<file path="src/hw/efm_pkg.sv">
/*
   shared constants and carrier types for the enclosure fault monitor.
   assumes a 32-bit apb slave with 12 address bits decoded.
*/
`default_nettype none

package efm_pkg;

   // ***************************************************************
   // sizes
   // ***************************************************************
   localparam int NUM_IN      = 4;
   localparam int SLOTS_A     = 20;
   localparam int SLOTS_B     = 21;
   localparam int NUM_SLOTS   = SLOTS_A + SLOTS_B;
   localparam int NUM_ENTRIES = 16;
   localparam int SLOT_W      = 6;
   localparam int ENT_W       = 4;
   localparam int ADDR_W      = 12;
   localparam int SYNC_STAGES = 2;

   // input order inside every four-bit field
   localparam int IN_PWR  = 0;
   localparam int IN_FAN  = 1;
   localparam int IN_TEMP = 2;
   localparam int IN_UPS  = 3;

   // ***************************************************************
   // register map
   // ***************************************************************
   localparam logic [ADDR_W-1:0] ADDR_CTRL       = 12'h000;
   localparam logic [ADDR_W-1:0] ADDR_STATUS     = 12'h004;
   localparam logic [ADDR_W-1:0] ADDR_TOGGLE     = 12'h008;
   localparam logic [ADDR_W-1:0] ADDR_ENTRY_BASE = 12'h040;
   localparam logic [ADDR_W-1:0] ADDR_ENTRY_LAST = 12'h07c;

   // control word fields
   localparam int CTRL_MON_EN_BIT   = 0;
   localparam int CTRL_IN_EN_LSB    = 4;
   localparam int CTRL_IN_POL_LSB   = 8;
   localparam int CTRL_SLOT_POL_BIT = 12;
   localparam logic [31:0] CTRL_RESET = 32'h0000_0000;

   // status word fields
   localparam int STAT_FAIL_LSB  = 0;
   localparam int STAT_ATTN_BIT  = 4;
   localparam int STAT_RAW_LSB   = 8;
   localparam int STAT_ANY_BIT   = 16;

   // drive entry word fields
   localparam int ENT_SLOT_LSB   = 0;
   localparam int ENT_FAILED_BIT = 8;
   localparam int ENT_TEST_BIT   = 9;

   // slot value meaning unassigned
   localparam logic [SLOT_W-1:0] SLOT_NONE = 6'h00;

   // ***************************************************************
   // carriers
   // ***************************************************************
   typedef struct packed {
      logic              slot_pol;
      logic [NUM_IN-1:0] in_pol;
      logic [NUM_IN-1:0] in_en;
      logic              mon_en;
   } efm_ctrl_t;

   typedef struct packed {
      logic              test;
      logic              failed;
      logic [SLOT_W-1:0] slot;
   } efm_entry_t;

endpackage

`default_nettype wire

</file>
<file path="src/hw/efm_sync.sv">
/*
   two-stage level synchroniser, one lane per bit.
   assumes each lane is a slow level from outside the pclk domain.
*/
`timescale 1ns/1ps
`default_nettype none

module efm_sync
#(
   parameter int W = 4
)
(
   input  wire logic         pclk,
   input  wire logic         presetn,
   input  wire logic [W-1:0] d,
   output logic      [W-1:0] q
);

   logic [W-1:0] meta;
   logic [W-1:0] next_meta;
   logic [W-1:0] next_q;

   // first stage is read only by the second stage
   always_comb
   begin
      next_meta = d;
      next_q    = meta;
   end

   always_ff @(posedge pclk or negedge presetn)
   begin
      if (!presetn)
      begin
         meta <= '0;
         q    <= '0;
      end
      else
      begin
         meta <= next_meta;
         q    <= next_q;
      end
   end

endmodule

`default_nettype wire

</file>
<file path="src/hw/efm_monitor.sv">
/*
   enclosure fault monitor: four failure inputs, 41 slot outputs,
   summary output, attention indicator and alert pulse, apb registers.
   assumes the enclosure circuit drives steady levels on fault_in and
   a single-master apb at pclk.
*/
// Local design decisions: the register addresses and register access over APB.
`timescale 1ns/1ps
`default_nettype none

module efm_monitor
(
   input  wire logic                          pclk,
   input  wire logic                          presetn,
   input  wire logic                          psel,
   input  wire logic                          penable,
   input  wire logic                          pwrite,
   input  wire logic [efm_pkg::ADDR_W-1:0]    paddr,
   input  wire logic [31:0]                   pwdata,
   output logic      [31:0]                   prdata,
   output logic                               pready,
   output logic                               pslverr,
   input  wire logic [efm_pkg::NUM_IN-1:0]    fault_in,
   output logic      [efm_pkg::SLOTS_A-1:0]   slot_a_out,
   output logic      [efm_pkg::SLOTS_B-1:0]   slot_b_out,
   output logic                               any_slot_out,
   output logic                               attention_indicator,
   output logic                               alert_event
);

   // ***************************************************************
   // decode helpers
   // ***************************************************************

   // one-hot of a slot number; zero and out-of-range give nothing
   function automatic logic [efm_pkg::NUM_SLOTS-1:0] slot_onehot
   (
      input logic [efm_pkg::SLOT_W-1:0] slot
   );
      logic [efm_pkg::NUM_SLOTS-1:0] v;
      v = '0;
      for (int n = 1; n <= efm_pkg::NUM_SLOTS; n++)
      begin
         if (slot == n[efm_pkg::SLOT_W-1:0])
         begin
            v[n-1] = 1'b1;
         end
      end
      return v;
   endfunction

   // entry index of an entry-window address
   function automatic logic [efm_pkg::ENT_W-1:0] entry_index
   (
      input logic [efm_pkg::ADDR_W-1:0] addr
   );
      logic [efm_pkg::ADDR_W-1:0] off;
      off = addr - efm_pkg::ADDR_ENTRY_BASE;
      return off[efm_pkg::ENT_W+1:2];
   endfunction

   // ***************************************************************
   // input synchronisers
   // ***************************************************************
   logic [efm_pkg::NUM_IN-1:0] fault_sync;

   // plain level sampling, no analog sensing here
   efm_sync
   #(
      .W (efm_pkg::NUM_IN)
   )
   u_sync
   (
      .pclk    (pclk),
      .presetn (presetn),
      .d       (fault_in),
      .q       (fault_sync)
   );

   // ***************************************************************
   // apb access decode
   // ***************************************************************
   logic wr_acc;
   logic rd_acc;
   logic hit_ctrl;
   logic hit_status;
   logic hit_toggle;
   logic hit_entry;
   logic hit_any;

   // zero wait states: every access completes in its first access cycle
   assign pready = 1'b1;

   always_comb
   begin
      hit_ctrl   = (paddr == efm_pkg::ADDR_CTRL);
      hit_status = (paddr == efm_pkg::ADDR_STATUS);
      hit_toggle = (paddr == efm_pkg::ADDR_TOGGLE);
      hit_entry  = (paddr >= efm_pkg::ADDR_ENTRY_BASE)
                && (paddr <= efm_pkg::ADDR_ENTRY_LAST)
                && (paddr[1:0] == 2'h0);
      hit_any    = hit_ctrl | hit_status | hit_toggle | hit_entry;
      wr_acc     = psel & penable & pwrite;
      rd_acc     = psel & penable & ~pwrite;
      pslverr    = psel & penable & ~hit_any;
   end

   // ***************************************************************
   // control and drive entry registers
   // ***************************************************************
   efm_pkg::efm_ctrl_t  ctrl;
   efm_pkg::efm_ctrl_t  next_ctrl;
   efm_pkg::efm_entry_t entry      [efm_pkg::NUM_ENTRIES];
   efm_pkg::efm_entry_t next_entry [efm_pkg::NUM_ENTRIES];
   logic [efm_pkg::ENT_W-1:0] wr_idx;
   logic [efm_pkg::ENT_W-1:0] tog_idx;
   localparam logic [31:0]    CTRL_INIT = efm_pkg::CTRL_RESET;

   always_comb
   begin
      next_ctrl = ctrl;
      wr_idx    = entry_index(paddr);
      tog_idx   = pwdata[efm_pkg::ENT_W-1:0];
      if (wr_acc && hit_ctrl)
      begin
         next_ctrl.mon_en   = pwdata[efm_pkg::CTRL_MON_EN_BIT];
         next_ctrl.in_en    = pwdata[efm_pkg::CTRL_IN_EN_LSB +:
                                     efm_pkg::NUM_IN];
         next_ctrl.in_pol   = pwdata[efm_pkg::CTRL_IN_POL_LSB +:
                                     efm_pkg::NUM_IN];
         next_ctrl.slot_pol = pwdata[efm_pkg::CTRL_SLOT_POL_BIT];
      end
      for (int i = 0; i < efm_pkg::NUM_ENTRIES; i++)
      begin
         next_entry[i] = entry[i];
         if (wr_acc && hit_entry && (wr_idx == i[efm_pkg::ENT_W-1:0]))
         begin
            next_entry[i].slot   = pwdata[efm_pkg::ENT_SLOT_LSB +:
                                          efm_pkg::SLOT_W];
            next_entry[i].failed = pwdata[efm_pkg::ENT_FAILED_BIT];
            next_entry[i].test   = pwdata[efm_pkg::ENT_TEST_BIT];
         end
         if (wr_acc && hit_toggle && (tog_idx == i[efm_pkg::ENT_W-1:0]))
         begin
            next_entry[i].test = ~entry[i].test;
         end
      end
   end

   always_ff @(posedge pclk or negedge presetn)
   begin
      if (!presetn)
      begin
         ctrl.mon_en <= CTRL_INIT[efm_pkg::CTRL_MON_EN_BIT];
         ctrl.in_en <= CTRL_INIT[efm_pkg::CTRL_IN_EN_LSB +: efm_pkg::NUM_IN];
         ctrl.in_pol <= CTRL_INIT[efm_pkg::CTRL_IN_POL_LSB +: efm_pkg::NUM_IN];
         ctrl.slot_pol <= CTRL_INIT[efm_pkg::CTRL_SLOT_POL_BIT];
         for (int i = 0; i < efm_pkg::NUM_ENTRIES; i++)
         begin
            entry[i] <= '0;
         end
      end
      else
      begin
         ctrl <= next_ctrl;
         for (int i = 0; i < efm_pkg::NUM_ENTRIES; i++)
         begin
            entry[i] <= next_entry[i];
         end
      end
   end

   // ***************************************************************
   // failure inputs, status and alert
   // ***************************************************************
   logic [efm_pkg::NUM_IN-1:0] active;
   logic [efm_pkg::NUM_IN-1:0] fail;
   logic [efm_pkg::NUM_IN-1:0] next_fail;
   logic                       next_attn;
   logic                       next_alert;

   always_comb
   begin
      // polarity bit high means the line is active high
      active     = ~(fault_sync ^ ctrl.in_pol);
      next_fail  = active & ctrl.in_en;
      next_attn  = ctrl.mon_en & (|next_fail);
      // alert on a fresh failure or on monitoring switching on over one
      next_alert = (ctrl.mon_en & (|(next_fail & ~fail)))
                 | (next_attn & ~attention_indicator);
   end

   always_ff @(posedge pclk or negedge presetn)
   begin
      if (!presetn)
      begin
         fail                <= '0;
         attention_indicator <= 1'b0;
         alert_event         <= 1'b0;
      end
      else
      begin
         fail                <= next_fail;
         attention_indicator <= next_attn;
         alert_event         <= next_alert;
      end
   end

   // ***************************************************************
   // slot outputs
   // ***************************************************************
   logic [efm_pkg::NUM_SLOTS-1:0] ent_hits [efm_pkg::NUM_ENTRIES];
   logic [efm_pkg::NUM_SLOTS-1:0] slot_lit;
   logic [efm_pkg::NUM_SLOTS-1:0] next_slots;
   logic                          next_any;

   // each entry lights its slot when failed, inverted by its test bit
   genvar g;
   generate
      for (g = 0; g < efm_pkg::NUM_ENTRIES; g++)
      begin : g_ent
         assign ent_hits[g] = (entry[g].failed ^ entry[g].test)
                            ? slot_onehot(entry[g].slot)
                            : '0;
      end
   endgenerate

   always_comb
   begin
      slot_lit = '0;
      for (int i = 0; i < efm_pkg::NUM_ENTRIES; i++)
      begin
         slot_lit = slot_lit | ent_hits[i];
      end
      // drive the pins in the chosen polarity; high means active high
      next_slots = ctrl.slot_pol ? slot_lit : ~slot_lit;
      next_any   = ctrl.slot_pol ? (|slot_lit) : ~(|slot_lit);
   end

   always_ff @(posedge pclk or negedge presetn)
   begin
      if (!presetn)
      begin
         // reset shows inactive-high pins because slot_pol resets to 0
         slot_a_out   <= '1;
         slot_b_out   <= '1;
         any_slot_out <= 1'b1;
      end
      else
      begin
         slot_a_out   <= next_slots[efm_pkg::SLOTS_A-1:0];
         slot_b_out   <= next_slots[efm_pkg::NUM_SLOTS-1:
                                    efm_pkg::SLOTS_A];
         any_slot_out <= next_any;
      end
   end

   // ***************************************************************
   // read data
   // ***************************************************************
   logic [31:0] next_rdata;
   logic [31:0] stat_word;
   logic [31:0] ctrl_word;
   logic [31:0] ent_word;

   always_comb
   begin
      ctrl_word = '0;
      ctrl_word[efm_pkg::CTRL_MON_EN_BIT]                   = ctrl.mon_en;
      ctrl_word[efm_pkg::CTRL_IN_EN_LSB +: efm_pkg::NUM_IN]  = ctrl.in_en;
      ctrl_word[efm_pkg::CTRL_IN_POL_LSB +: efm_pkg::NUM_IN] = ctrl.in_pol;
      ctrl_word[efm_pkg::CTRL_SLOT_POL_BIT]                 = ctrl.slot_pol;
      stat_word = '0;
      stat_word[efm_pkg::STAT_FAIL_LSB +: efm_pkg::NUM_IN] = fail;
      stat_word[efm_pkg::STAT_ATTN_BIT] = attention_indicator;
      stat_word[efm_pkg::STAT_RAW_LSB +: efm_pkg::NUM_IN]  = fault_sync;
      stat_word[efm_pkg::STAT_ANY_BIT]  = |slot_lit;
      ent_word = '0;
      ent_word[efm_pkg::ENT_SLOT_LSB +: efm_pkg::SLOT_W] =
         entry[wr_idx].slot;
      ent_word[efm_pkg::ENT_FAILED_BIT] = entry[wr_idx].failed;
      ent_word[efm_pkg::ENT_TEST_BIT]   = entry[wr_idx].test;
      next_rdata = '0;
      // read data is registered at the setup cycle so it is ready
      // in the access cycle without a wait state
      if (psel && !penable && !pwrite)
      begin
         if (hit_ctrl)
         begin
            next_rdata = ctrl_word;
         end
         else if (hit_status)
         begin
            next_rdata = stat_word;
         end
         else if (hit_entry)
         begin
            next_rdata = ent_word;
         end
      end
      else if (rd_acc)
      begin
         next_rdata = prdata;
      end
   end

   always_ff @(posedge pclk or negedge presetn)
   begin
      if (!presetn)
      begin
         prdata <= '0;
      end
      else
      begin
         prdata <= next_rdata;
      end
   end

endmodule

`default_nettype wire

</file>
<file path="config.mk">
export PLATFORM = sky130hd
export DESIGN_NAME = efm_monitor
export DESIGN_NICKNAME = d
export VERILOG_FILES = /design/src/hw/efm_pkg.sv /design/src/hw/efm_sync.sv /design/src/hw/efm_monitor.sv
export SDC_FILE = /design/constraint.sdc
export NUM_CORES = 1
export LEC_CHECK = 0
export ABC_AREA = 1
export BUFFER_PORTS_ARGS = -buffer_cell sky130_fd_sc_hd__buf_4
export CORE_MARGIN = 5
export CORE_UTILIZATION = 60
export DETAILED_ROUTE_END_ITERATION = 8
export PLACE_DENSITY = 0.9
export SYNTH_ARGS = -nofsm -noshare
export SYNTH_HDL_FRONTEND = slang
export SYNTH_SLANG_ARGS = --single-unit
</file>
<file path="constraint.sdc">
create_clock -name pclk -period 2.31 [get_ports pclk]
set_input_delay 0.462 -clock pclk [delete_from_list [all_inputs] [get_ports pclk]]
set_output_delay 0.462 -clock pclk [all_outputs]
set_load 0.02 [all_outputs]
</file>
==> results.md, run 1 <==
- The distinct cell type count after synthesis is between 40 and 50.
- The cell area after placement is around 0.021 sq mm.
- The synthesized design contains 0 enable-type register cells.
- The end pin of the worst setup path after global-route repair is prdata[16]$_DFFE_PN0P_/D.
- After the last repair the worst path ends at a register data pin.
- The global route total overflow is approximately 130.
- The post-synthesis cell type with the largest combined area is sky130_fd_sc_hd__nand2_1.
- The run stopped with a tool error.
- The number of antenna violations at the first check in global routing is 15.
- After technology mapping, the gate count stands at just over 3000.
- Counting instances in the post-synthesis netlist gives the leading cell types as sky130_fd_sc_hd__nand2_1 (1278), sky130_fd_sc_hd__nor2_1 (627), sky130_fd_sc_hd__inv_1 (230).
- The largest buffer count on any clock path is 3.
- In the global route stage, overall resource usage came out at 0.773.
- The detailed-placement wirelength estimate is about 64 mm.
- The last stage reached is global routing (5_1_grt).
- The count of clock tree sinks is around 210.
- The floorplan step set the die width to 181 um.
- Entering global routing, the biggest net connects 60 pins.
- The share of synthesized area occupied by flip-flops and latches is 0.301.
- By area the synthesized netlist is led by sky130_fd_sc_hd__nand2_1 (27%), sky130_fd_sc_hd__dfrtp_1 (24%), sky130_fd_sc_hd__nor2_1 (13%), sky130_fd_sc_hd__dfstp_2 (6.3%), sky130_fd_sc_hd__o21ai_0 (5.1%).
- The most frequent cell after synthesis is sky130_fd_sc_hd__nand2_1.
- In this run the number of H-tree levels came out at 1.
- The Yosys step of the flow raised 0 warnings.
- In this run, synthesis produced a sequential element count of about 210.
- The number of placed instances, taps included, is between 3000 and 4000.
- Pin placement for this block handled 131 I/O pins.
- The first error in the log reads "[ERROR GRT-0232] Routing congestion too high. Check the congestion heatmap in the GUI".
- Counting flops with an async set or reset pin after synthesis yields a share of 1.00.
- The number of rows created at floorplan is between 60 and 70.
- Measured along the y axis, the die boundary spans between 150 and 200 um.
- Routability-driven placement finished with a final weighted congestion of ~1.1.
- The share of synthesized area in the top cell type comes to 0.274.
- The tree is rooted in a sky130_fd_sc_hd__clkbuf_16.
- The post-synthesis cell area is ~0.017 sq mm.
- The initial utilization of the core area, before any placement, comes to 0.609.
- The number of buffers added by the clock tree synthesis step is 22.
- The average instance area after synthesis is approximately 5.7 sq um.
- For this run, the leading register cell type out of synthesis is sky130_fd_sc_hd__dfrtp_1.
- In this run the tool buffered the top-level ports with 92 buffer cells.
## what timing repair did
action	in CTS
hold buffers	1
endpoints found under the hold margin	55
setup buffers	16
endpoints found under the setup margin	5
pin swaps	38
gates resized for setup	144
## layer usage
| layer | GRT overflow | GRT usage |
|---|---|---|
| met1 | 9 | 0.818 |
| met2 | 60 | 0.889 |
| met3 | 19 | 0.655 |
| met4 | 37 | 0.694 |
| met5 | 0 | 0.351 |
## stage by stage
stage	setup slack (ps)	setup TNS (ps)	hold WS [ps]	utilization
CTS	-53.9	-53.9	3.60	0.782
detailed placement	-213	-529	341	0.735
global placement	-91.1	-171	335	0.735
floorplan	83.4	0	166	-
## cell families after synthesis
group                  count (synthesis)  synth area share
other                                  2          0.000430
XOR/XNOR                              41            0.0205
buffers and inverters                350            0.0878
AO/OA/AOI/OAI                        300            0.0940
AND/OR/NAND/NOR                     2158             0.496
flip-flops                           208             0.301
==> run 2: changes to the inputs <==
- CORE_UTILIZATION: 60 -> 40
- PLACE_DENSITY: 0.9 -> not set
- PLACE_DENSITY_LB_ADDON: not set -> 0.15
==> run 2 against run 1 <==
  * The flow now finishes, with violations (negative setup slack)
  * Synthesized cell count stayed put
  * Area after synthesis unchanged
==> results.md, run 2 <==
- The flow ran to the end, but the final reports show violations.
- The checks that failed: negative setup slack.
- The total of endpoints with negative setup slack in the final report is 2.
- The post-synthesis register bit count is 208 (unchanged).
- The number of rows created at floorplan is 76 (+23%).
- The number of port buffers came to 92 (unchanged).
- The tightest min-delay check is of the input port to flip-flop type.
- In the synthesized netlist, the cells that appear most often are sky130_fd_sc_hd__nand2_1 (1278), sky130_fd_sc_hd__nor2_1 (627), sky130_fd_sc_hd__inv_1 (230).
- TritonCTS built the clock tree.
- The share of synthesized registers carrying an async set or reset is 1.00 (unchanged).
- The share of total power dissipated in sequential elements is 0.448.
- The number of hold violations in the final report is 0.
- The kind of start point of the critical path is a flip-flop.
- The total power per unit cell area is about 330 mW/mm^2.
- The placer congestion estimate was 1.04 (-6.4%).
- The count of nets left with antenna violations once routing finished came out at 0.
- In the post-synthesis netlist, the biggest area contributors are sky130_fd_sc_hd__nand2_1 (27%), sky130_fd_sc_hd__dfrtp_1 (24%), sky130_fd_sc_hd__nor2_1 (13%), sky130_fd_sc_hd__dfstp_2 (6.3%), sky130_fd_sc_hd__o21ai_0 (5.1%).
- The level count of the clock H-tree is 1 (unchanged).
- Subtracting the final worst setup slack from the clock period gives approximately 2400 ps.
- The largest registers in the layout are entry (128), slot_b_out (21), slot_a_out (20).
- Along the worst path, the maximum fanout reaches 7.
- The global route total overflow is 0.
- The vertical die dimension is 219 um (+21%).
- The cell-internal power is approximately 0.0062 W.
- The switching portion of total power is 0.246.
- The horizontal die dimension came to 219 um (+21%).
- The number of max-cap violations is 0.
- The overall global routing resource usage is 0.335.
- In this run the power spent charging and discharging nets is 0.00202 W.
- The number of cells produced by synthesis is 3059 (unchanged).
- By startpoint and endpoint, the worst setup path is classified as flip-flop to flip-flop.
- After filler insertion, the fill cell instance count of the layout stands at 4438.
- The worst hold slack across all endpoints is approximately 150 ps.
- The synthesis-to-finish area growth is 40.8%.
- In the finished design, the share of the clock period the worst path needs comes to 1.05.
- The number of cells in the design after placement is 4198 (+9.4%).
- The first-pass GRT wire length is approximately 120 mm.
- The total length of routed wires is ~83 mm.
- At the pin with the least slew margin, the transition time is roughly 980 ps.
- The total vias in the final route is roughly 23000.
- The Yosys warning count was 0 (unchanged).
- The first detailed-routing pass ran for 6 iterations.
- The most common cell after layout, fill and taps aside is sky130_fd_sc_hd__nand2_1.
- The data required time of the worst path is 2760 ps.
- The core box area is roughly 0.043 sq mm.
- The largest buffer count on any clock path is 3 (unchanged).
- The share of synthesized area occupied by flip-flops and latches is 0.301 (unchanged).
- The final worst clock skew is roughly 18 ps.
- The average instance area after synthesis is 5.71 sq um (unchanged).
- The post-placement worst setup slack is -253 ps (-39.6 ps).
- The number of antenna cells inserted is 0.
- In this run the tightest slew margin relative to its limit is 0.343.
- The arrival time at the worst endpoint is approximately 2900 ps.
- The register with the most flip-flops in the layout has 128 of them.
- The cell sitting at the root of the clock tree is a sky130_fd_sc_hd__clkbuf_16.
- The number of antenna violations at the first check in global routing is 0.
- The count of clock tree sinks is 208 (unchanged).
- In the final routed layout, each cell accounts on average for approximately 19 um.
- The area occupied by registers is approximately 0.0053 sq mm.
- The most flop-heavy register is entry.
- The combinational share of power is 0.069.
- The post-synthesis cell type with the largest combined area is sky130_fd_sc_hd__nand2_1.
- The most frequent cell after synthesis is sky130_fd_sc_hd__nand2_1.
- The distinct cell type count after synthesis came to 42 (unchanged).
- The fraction of final layout cells with drive strength greater than 1 is 0.292.
- The post-synthesis cell area is 0.0175 sq mm (unchanged).
- Clock-pin slew was measured on the worst setup and hold paths at around 60 ps.
- The area taken by multi-input logic gates is 0.0115 sq mm.
- Across the VDD grid, the largest voltage drop is 0.594 mV.
- The final max-slew violation count is 0.
- The worst setup path is captured at a flip-flop.
- The number of top-level pins is 131 (unchanged).
- Setup repair after global routing could not meet its margin everywhere.
- Once layout is complete, the utilization of the core stands at 0.570.
- The leading register cell type out of synthesis is sky130_fd_sc_hd__dfrtp_1.
- The number of global-route vias before repair is about 20000.
- The clock share of power is 0.483.
- The final worst slack is -112 ps.
- The achievable frequency is roughly 410 MHz.
- The full die area is around 0.048 sq mm.
- The detailed-placement wirelength estimate is 69.3 mm (+8.9%).
- The routed via count divided by cell count is 5.29.
- The leakage power is between 10 and 15 nW.
- The first routing iteration left about 2800 violations.
- Summing internal, switching and leakage power gives 0.00821 W.
- The count of flip-flops with a built-in enable after synthesis came to 0 (unchanged).
- After detailed routing, the number of remaining DRC violations is 0.
- The starting density of the core is 0.405 (-0.204).
- The number of buffers added by the clock tree synthesis step is 24 (+9.1%).
- At the later pin of the worst-skew pair, clock insertion delay measures ~560 ps.
- The final layout contains 3736 nets.
- The maximum number of pins on one net before global-route repair is roughly 60.
- The share of Yosys cell area claimed by the top area cell type is 0.274 (unchanged).
- The top cell types in the final layout, fill and taps aside, are sky130_fd_sc_hd__nand2_1 (1200), sky130_fd_sc_hd__buf_4 (637), sky130_fd_sc_hd__nor2_1 (532).
- Once layout is complete, the cells apart from fillers number between 4000 and 5000.
==> run 2: cells by family (layout without fill, tap and decap cells) <==
logic type / Yosys count / after routing / share of synthesized area
compound gates: 300 / 300 / 0.0940
simple gates: 2158 / 2158 / 0.496
xor+xnor: 41 / 41 / 0.0205
buf+inv: 350 / 975 / 0.0878
other cells: 2 / 19 / 0.000430
flops: 208 / 208 / 0.301
==> run 2: metal layers <==
layer | track usage | up-vias | wire length, um
met5 | 0 | - | 0
met4 | 0.183 | 0 | 5440
met3 | 0.0490 | 201 | 7930
met2 | 0.486 | 1241 | 34200
met1 | 0.477 | 10467 | 35700
li1 | - | 10750 | -
==> run 2: cell type report <==
cell class,count,area share
Tap cell,585,0.0297
Timing Repair Buffer,667,0.213
Clock buffer,37,0.0301
Sequential cell,208,0.214
Multi-Input combinational cell,2518,0.469
Clock inverter,7,0.00381
Inverter,264,0.0405
==> run 2: path summary, 6_finish.rpt <==
kind,start,endpoint,slack (ps),depth (start not counted)
max,entry[78],prdata[16],-110,18
min,pwdata[5],entry[117],150,3
max reg2reg,entry[78],prdata[16],-110,18
min reg2reg,u_sync.meta[3],u_sync.q[3],350,0
max in group asynchronous,presetn,entry[14],1060,3
min in group asynchronous,presetn,entry[105],480,2
==> run 2: worst max-delay path, stage by stage, from the launching register on <==
cell and delay (ps):
sky130_fd_sc_hd__dfrtp_1 430, sky130_fd_sc_hd__buf_4 150, sky130_fd_sc_hd__nand2_2 70, sky130_fd_sc_hd__nand2_2 80, sky130_fd_sc_hd__buf_4 110, sky130_fd_sc_hd__nor2_4 60, sky130_fd_sc_hd__nand2_1 60, sky130_fd_sc_hd__nand2_1 70
sky130_fd_sc_hd__nor2_1 190, sky130_fd_sc_hd__nand2_2 130, sky130_fd_sc_hd__nor2_2 120, sky130_fd_sc_hd__nand2_1 70, sky130_fd_sc_hd__nor2_1 100, sky130_fd_sc_hd__nand2_1 120, sky130_fd_sc_hd__nor2_2 170, sky130_fd_sc_hd__nand3_2 90
sky130_fd_sc_hd__buf_6 150, sky130_fd_sc_hd__nand2_2 50, sky130_fd_sc_hd__nand2_1 50
==> run 2: through the flow <==
step           cell area, sq um  TNS (ps)
5_1_grt                   24600      -421
3_3_place_gp              22600      -542
3_5_place_dp              22600      -711
2_1_floorplan             17500         0
4_1_cts                   24200         0
6_report                  24600      -198
==> run 2: what timing repair did <==
| action | in CTS | in global routing |
|---|---|---|
| resized for setup | 189 | 93 |
| setup endpoints to repair | 2 | 2 |
| endpoints found under the hold margin | 58 | 0 |
| gates cloned | 0 | 0 |
| hold buffers | 5 | 0 |
| setup buffers | 28 | 13 |
| pin swaps | 56 | 45 |
==> run 2: power by group through the flow <==
| stage | Combinational, W | Sequential (W) | Clock, W |
|---|---|---|---|
| 2_1_floorplan | 0.000228 | 0.00374 | 0 |
| 6_report | 0.000566 | 0.00368 | 0.00396 |
| 4_1_cts | 0.000555 | 0.00368 | 0.00402 |
| 5_1_grt | 0.000604 | 0.00368 | 0.00418 |
| 3_3_place_gp | 0.000535 | 0.00374 | 0 |
| 3_5_place_dp | 0.000541 | 0.00374 | 0 |
No activity file was read; power rests on OpenSTA's default activity.
==> run 3: changes to the inputs <==
- clock period: 2.31 -> 2.8 ns (I/O delays scaled with it)
==> run 3 against run 2 <==
  * Combinational power fell by 24%
  * Non-clock buffer count decreased by 478
  * Sequential cell count is the same
  * The flow finishes with violations (design-rule violations)
==> results.md, run 3 (synthesis results as in run 2) <==
- The routed wirelength normalized by instance count is 21.8 um (+12%).
- The worst setup path is captured at a flip-flop.
- The first-pass GRT wire length is 119 mm (-1.9%).
- Leaving out fill and tap cells, the most frequent cells in the layout are sky130_fd_sc_hd__nand2_1 (1278), sky130_fd_sc_hd__nor2_1 (620), sky130_fd_sc_hd__inv_1 (230).
- The initial detailed-routing violation count is 2940 (+6.3%).
- The count of cells along the worst register-to-register path is 17 (-1).
- The total vias in the final route was 20656 (-8.8%).
- STA classifies the critical path startpoint as a flip-flop.
- The global route total overflow came to 0 (unchanged).
- The clock share of power is 0.488 (+0.005).
- The worst register-to-register path begins at entry[61].
- The cell-internal power is 0.00509 W (-18%).
- The level count of the clock H-tree is 1 (unchanged).
- The setup TNS is 0 ps (+198 ps).
- The maximum number of pins on one net before global-route repair is 78 (+28%).
- The path class of the lowest-slack min-delay path is input port to asynchronous set/reset pin.
- The routed via count divided by cell count is 5.42 (+2.6%).
- The placer congestion estimate is 1.14 (+9.2%).
- The worst hold slack across all endpoints is 82.1 ps (-70.2 ps).
- The overall global routing resource usage is 0.338 (+0.00352).
- The number of top-level pins is 131 (unchanged).
- The data required time of the worst path is 3300 ps (+540 ps).
- The post-route clock period utilization was 0.958 (-0.0907).
- The leakage power came to 10.4 nW (-20%).
- The number of iterations in the first detailed-routing pass is 9 (+3).
- The post-CTS clock slew at the launch and capture registers of the worst setup and hold paths is 60 ps (about the same).
- The number of max-cap violations is 0 (unchanged).
- The count of clock tree sinks was 208 (unchanged).
- The number of cells in the design after placement is 3764 (-10%).
- The core box area is 0.0432 sq mm (unchanged).
- The combinational share of power is 0.063 (-0.006).
- The run finished, with violations left.
- The full die area came to 0.0480 sq mm (unchanged).
- The final worst clock skew is 9.26 ps (-8.28 ps).
- The vertical die dimension is 219 um (unchanged).
- The total of endpoints with negative setup slack in the final report is 0 (-2).
- The library cell used most frequently in the layout, excluding fill and tap cells, is sky130_fd_sc_hd__nand2_1.
- The number of buffers added by the clock tree synthesis step is 24 (unchanged).
- The post-layout minimum cycle time is 2680 ps (+260 ps).
- In this run the clock root is driven by a sky130_fd_sc_hd__clkbuf_16.
- The start point of the critical path is entry[61].
- The number of port buffers is 92 (unchanged).
- The final reports fail on design-rule violations.
- The pin slew with the least headroom to its limit came to 976 ps (-6.00 ps).
- In the final layout, the registers with the most flip-flops are entry (128), slot_b_out (21), slot_a_out (20).
- The horizontal die dimension is 219 um (unchanged).
- The flip-flop count of the largest register after layout is 128 (unchanged).
- The achievable frequency is 373 MHz (-9.7%).
- The number of antenna violations at the first check in global routing was 0 (unchanged).
- The post-route antenna net violation count is 0 (unchanged).
- The largest buffer count on any clock path came to 3 (unchanged).
- The detailed-placement wirelength estimate was 69.7 mm (+0.71%).
- The DRC violations left is 5 (+5).
- The arrival time at the worst endpoint is 3180 ps (+300 ps).
- The switching portion of total power is 0.248 (+0.00165).
- The final cell count without fillers is 3808 (-11%).
- The power share of the sequential group is 0.448 (about the same).
- The final max-slew violation count was 0 (unchanged).
- The number of hold violations in the final report is 0 (unchanged).
- The final net count is 3258 (-13%).
- The maximum VDD drop is 0.634 mV (+6.7%).
- The number of inserted filler cells in the final layout is 4686 (+5.6%).
- The total power per unit cell area is 337 mW/mm^2 (+1.0%).
- The most flop-heavy register is entry.
- The total length of routed wires was 82.9 mm (-0.32%).
- The type of the worst setup path is flip-flop to flip-flop.
- Setup repair after global routing left no endpoint under its margin.
- The headroom to the max-slew limit is 0.347 (+0.00402).
- The largest driver fanout on the critical path is 12 (+5).
- The starting density of the core was 0.405 (unchanged).
- The number of rows created at floorplan is 76 (unchanged).
- The net load switching power was 0.00168 W (-17%).
- The fraction of final layout cells with drive strength greater than 1 is 0.127 (-0.164).
- The CTS tree is done.
- The number of antenna cells inserted is 0 (unchanged).
- The clock latency at the later pin of the worst-skew pair is 560 ps (about the same).
- The number of global-route vias before repair is 18510 (-10%).
- The synthesis-to-finish area growth is 14.9%.
run 3: cell types whose count changed in the layout (fill, tap and decap cells not counted), sizes merged:
cell,change
bufinv,+2
inv,+1
dlygate4sd3,-5
buf,-473
clkinv,+4
clkbuf,-7
run 3: cell type report:
cell class | instances | area [sq um] | area share
tap | 585 | 732 | 0.0364
clock inverter | 14 | 180 | 0.00897
sequential | 208 | 5260 | 0.262
timing repair buffer | 189 | 1490 | 0.0740
multi-input combinational | 2518 | 10800 | 0.537
inverter | 264 | 991 | 0.0493
clock buffer | 30 | 653 | 0.0325
run 3: path summary, 6_finish.rpt:
kind                                   to  slack [ps]
max in group asynchronous       entry[14]        1950
min reg2reg                   u_sync.q[0]         350
max reg2reg                  any_slot_out         120
max                          any_slot_out         120
min in group pclk          u_sync.meta[3]         110
min                             entry[87]          80
run 3: power groups by stage:
stage | logic [W] | registers [W] | clock network [W]
2_1_floorplan | 0.000188 | 0.00309 | 0
6_report | 0.000429 | 0.00303 | 0.00330
3_3_place_gp | 0.000419 | 0.00309 | 0
3_5_place_dp | 0.000422 | 0.00309 | 0
4_1_cts | 0.000423 | 0.00303 | 0.00336
5_1_grt | 0.000458 | 0.00303 | 0.00349
run 3: worst max-delay path: stages (launching register included):
cell and delay (ps):
sky130_fd_sc_hd__dfrtp_1 440, sky130_fd_sc_hd__nor2_2 350, sky130_fd_sc_hd__inv_1 100, sky130_fd_sc_hd__nor2_2 540, sky130_fd_sc_hd__nand2_1 110, sky130_fd_sc_hd__nand2_1 90, sky130_fd_sc_hd__nor2_1 40, sky130_fd_sc_hd__buf_4 140
sky130_fd_sc_hd__nand2_1 110, sky130_fd_sc_hd__nor2_1 80, sky130_fd_sc_hd__nand2_1 70, sky130_fd_sc_hd__nor2_1 40, sky130_fd_sc_hd__nand2_1 70, sky130_fd_sc_hd__nor2_2 50, sky130_fd_sc_hd__nand3_1 60, sky130_fd_sc_hd__buf_4 170
sky130_fd_sc_hd__nand2_1 60, sky130_fd_sc_hd__nand2_1 100
run 3: stage by stage:
| stage | util | area [sq um] | power (W) | setup slack, ps |
|---|---|---|---|---|
| global placement | 0.445 | 19200 | 0.00351 | 64.4 |
| finish | 0.465 | 20100 | 0.00677 | 118 |
| global route | 0.465 | 20100 | 0.00698 | 1.57 |
| CTS | 0.465 | 20100 | 0.00681 | 28.2 |
| detailed placement | 0.445 | 19200 | 0.00351 | 47.7 |
| floorplan | - | 17500 | 0.00328 | 126 |
run 3: per-layer routing:
metal | GRT usage | share of wire | vias up | routed length, um
met5 | 0 | 0 | - | 0
met4 | 0.156 | 0.057 | 0 | 4730
met3 | 0.0694 | 0.11 | 198 | 9330
met2 | 0.482 | 0.40 | 1233 | 33500
met1 | 0.490 | 0.43 | 9432 | 35400
li1 | - | - | 9793 | -
run 3: what timing repair did:
action,in CTS,in global routing
hold buffers,0,0
setup endpoints to repair,0,2
setup buffers,0,0
gates resized for setup,0,11
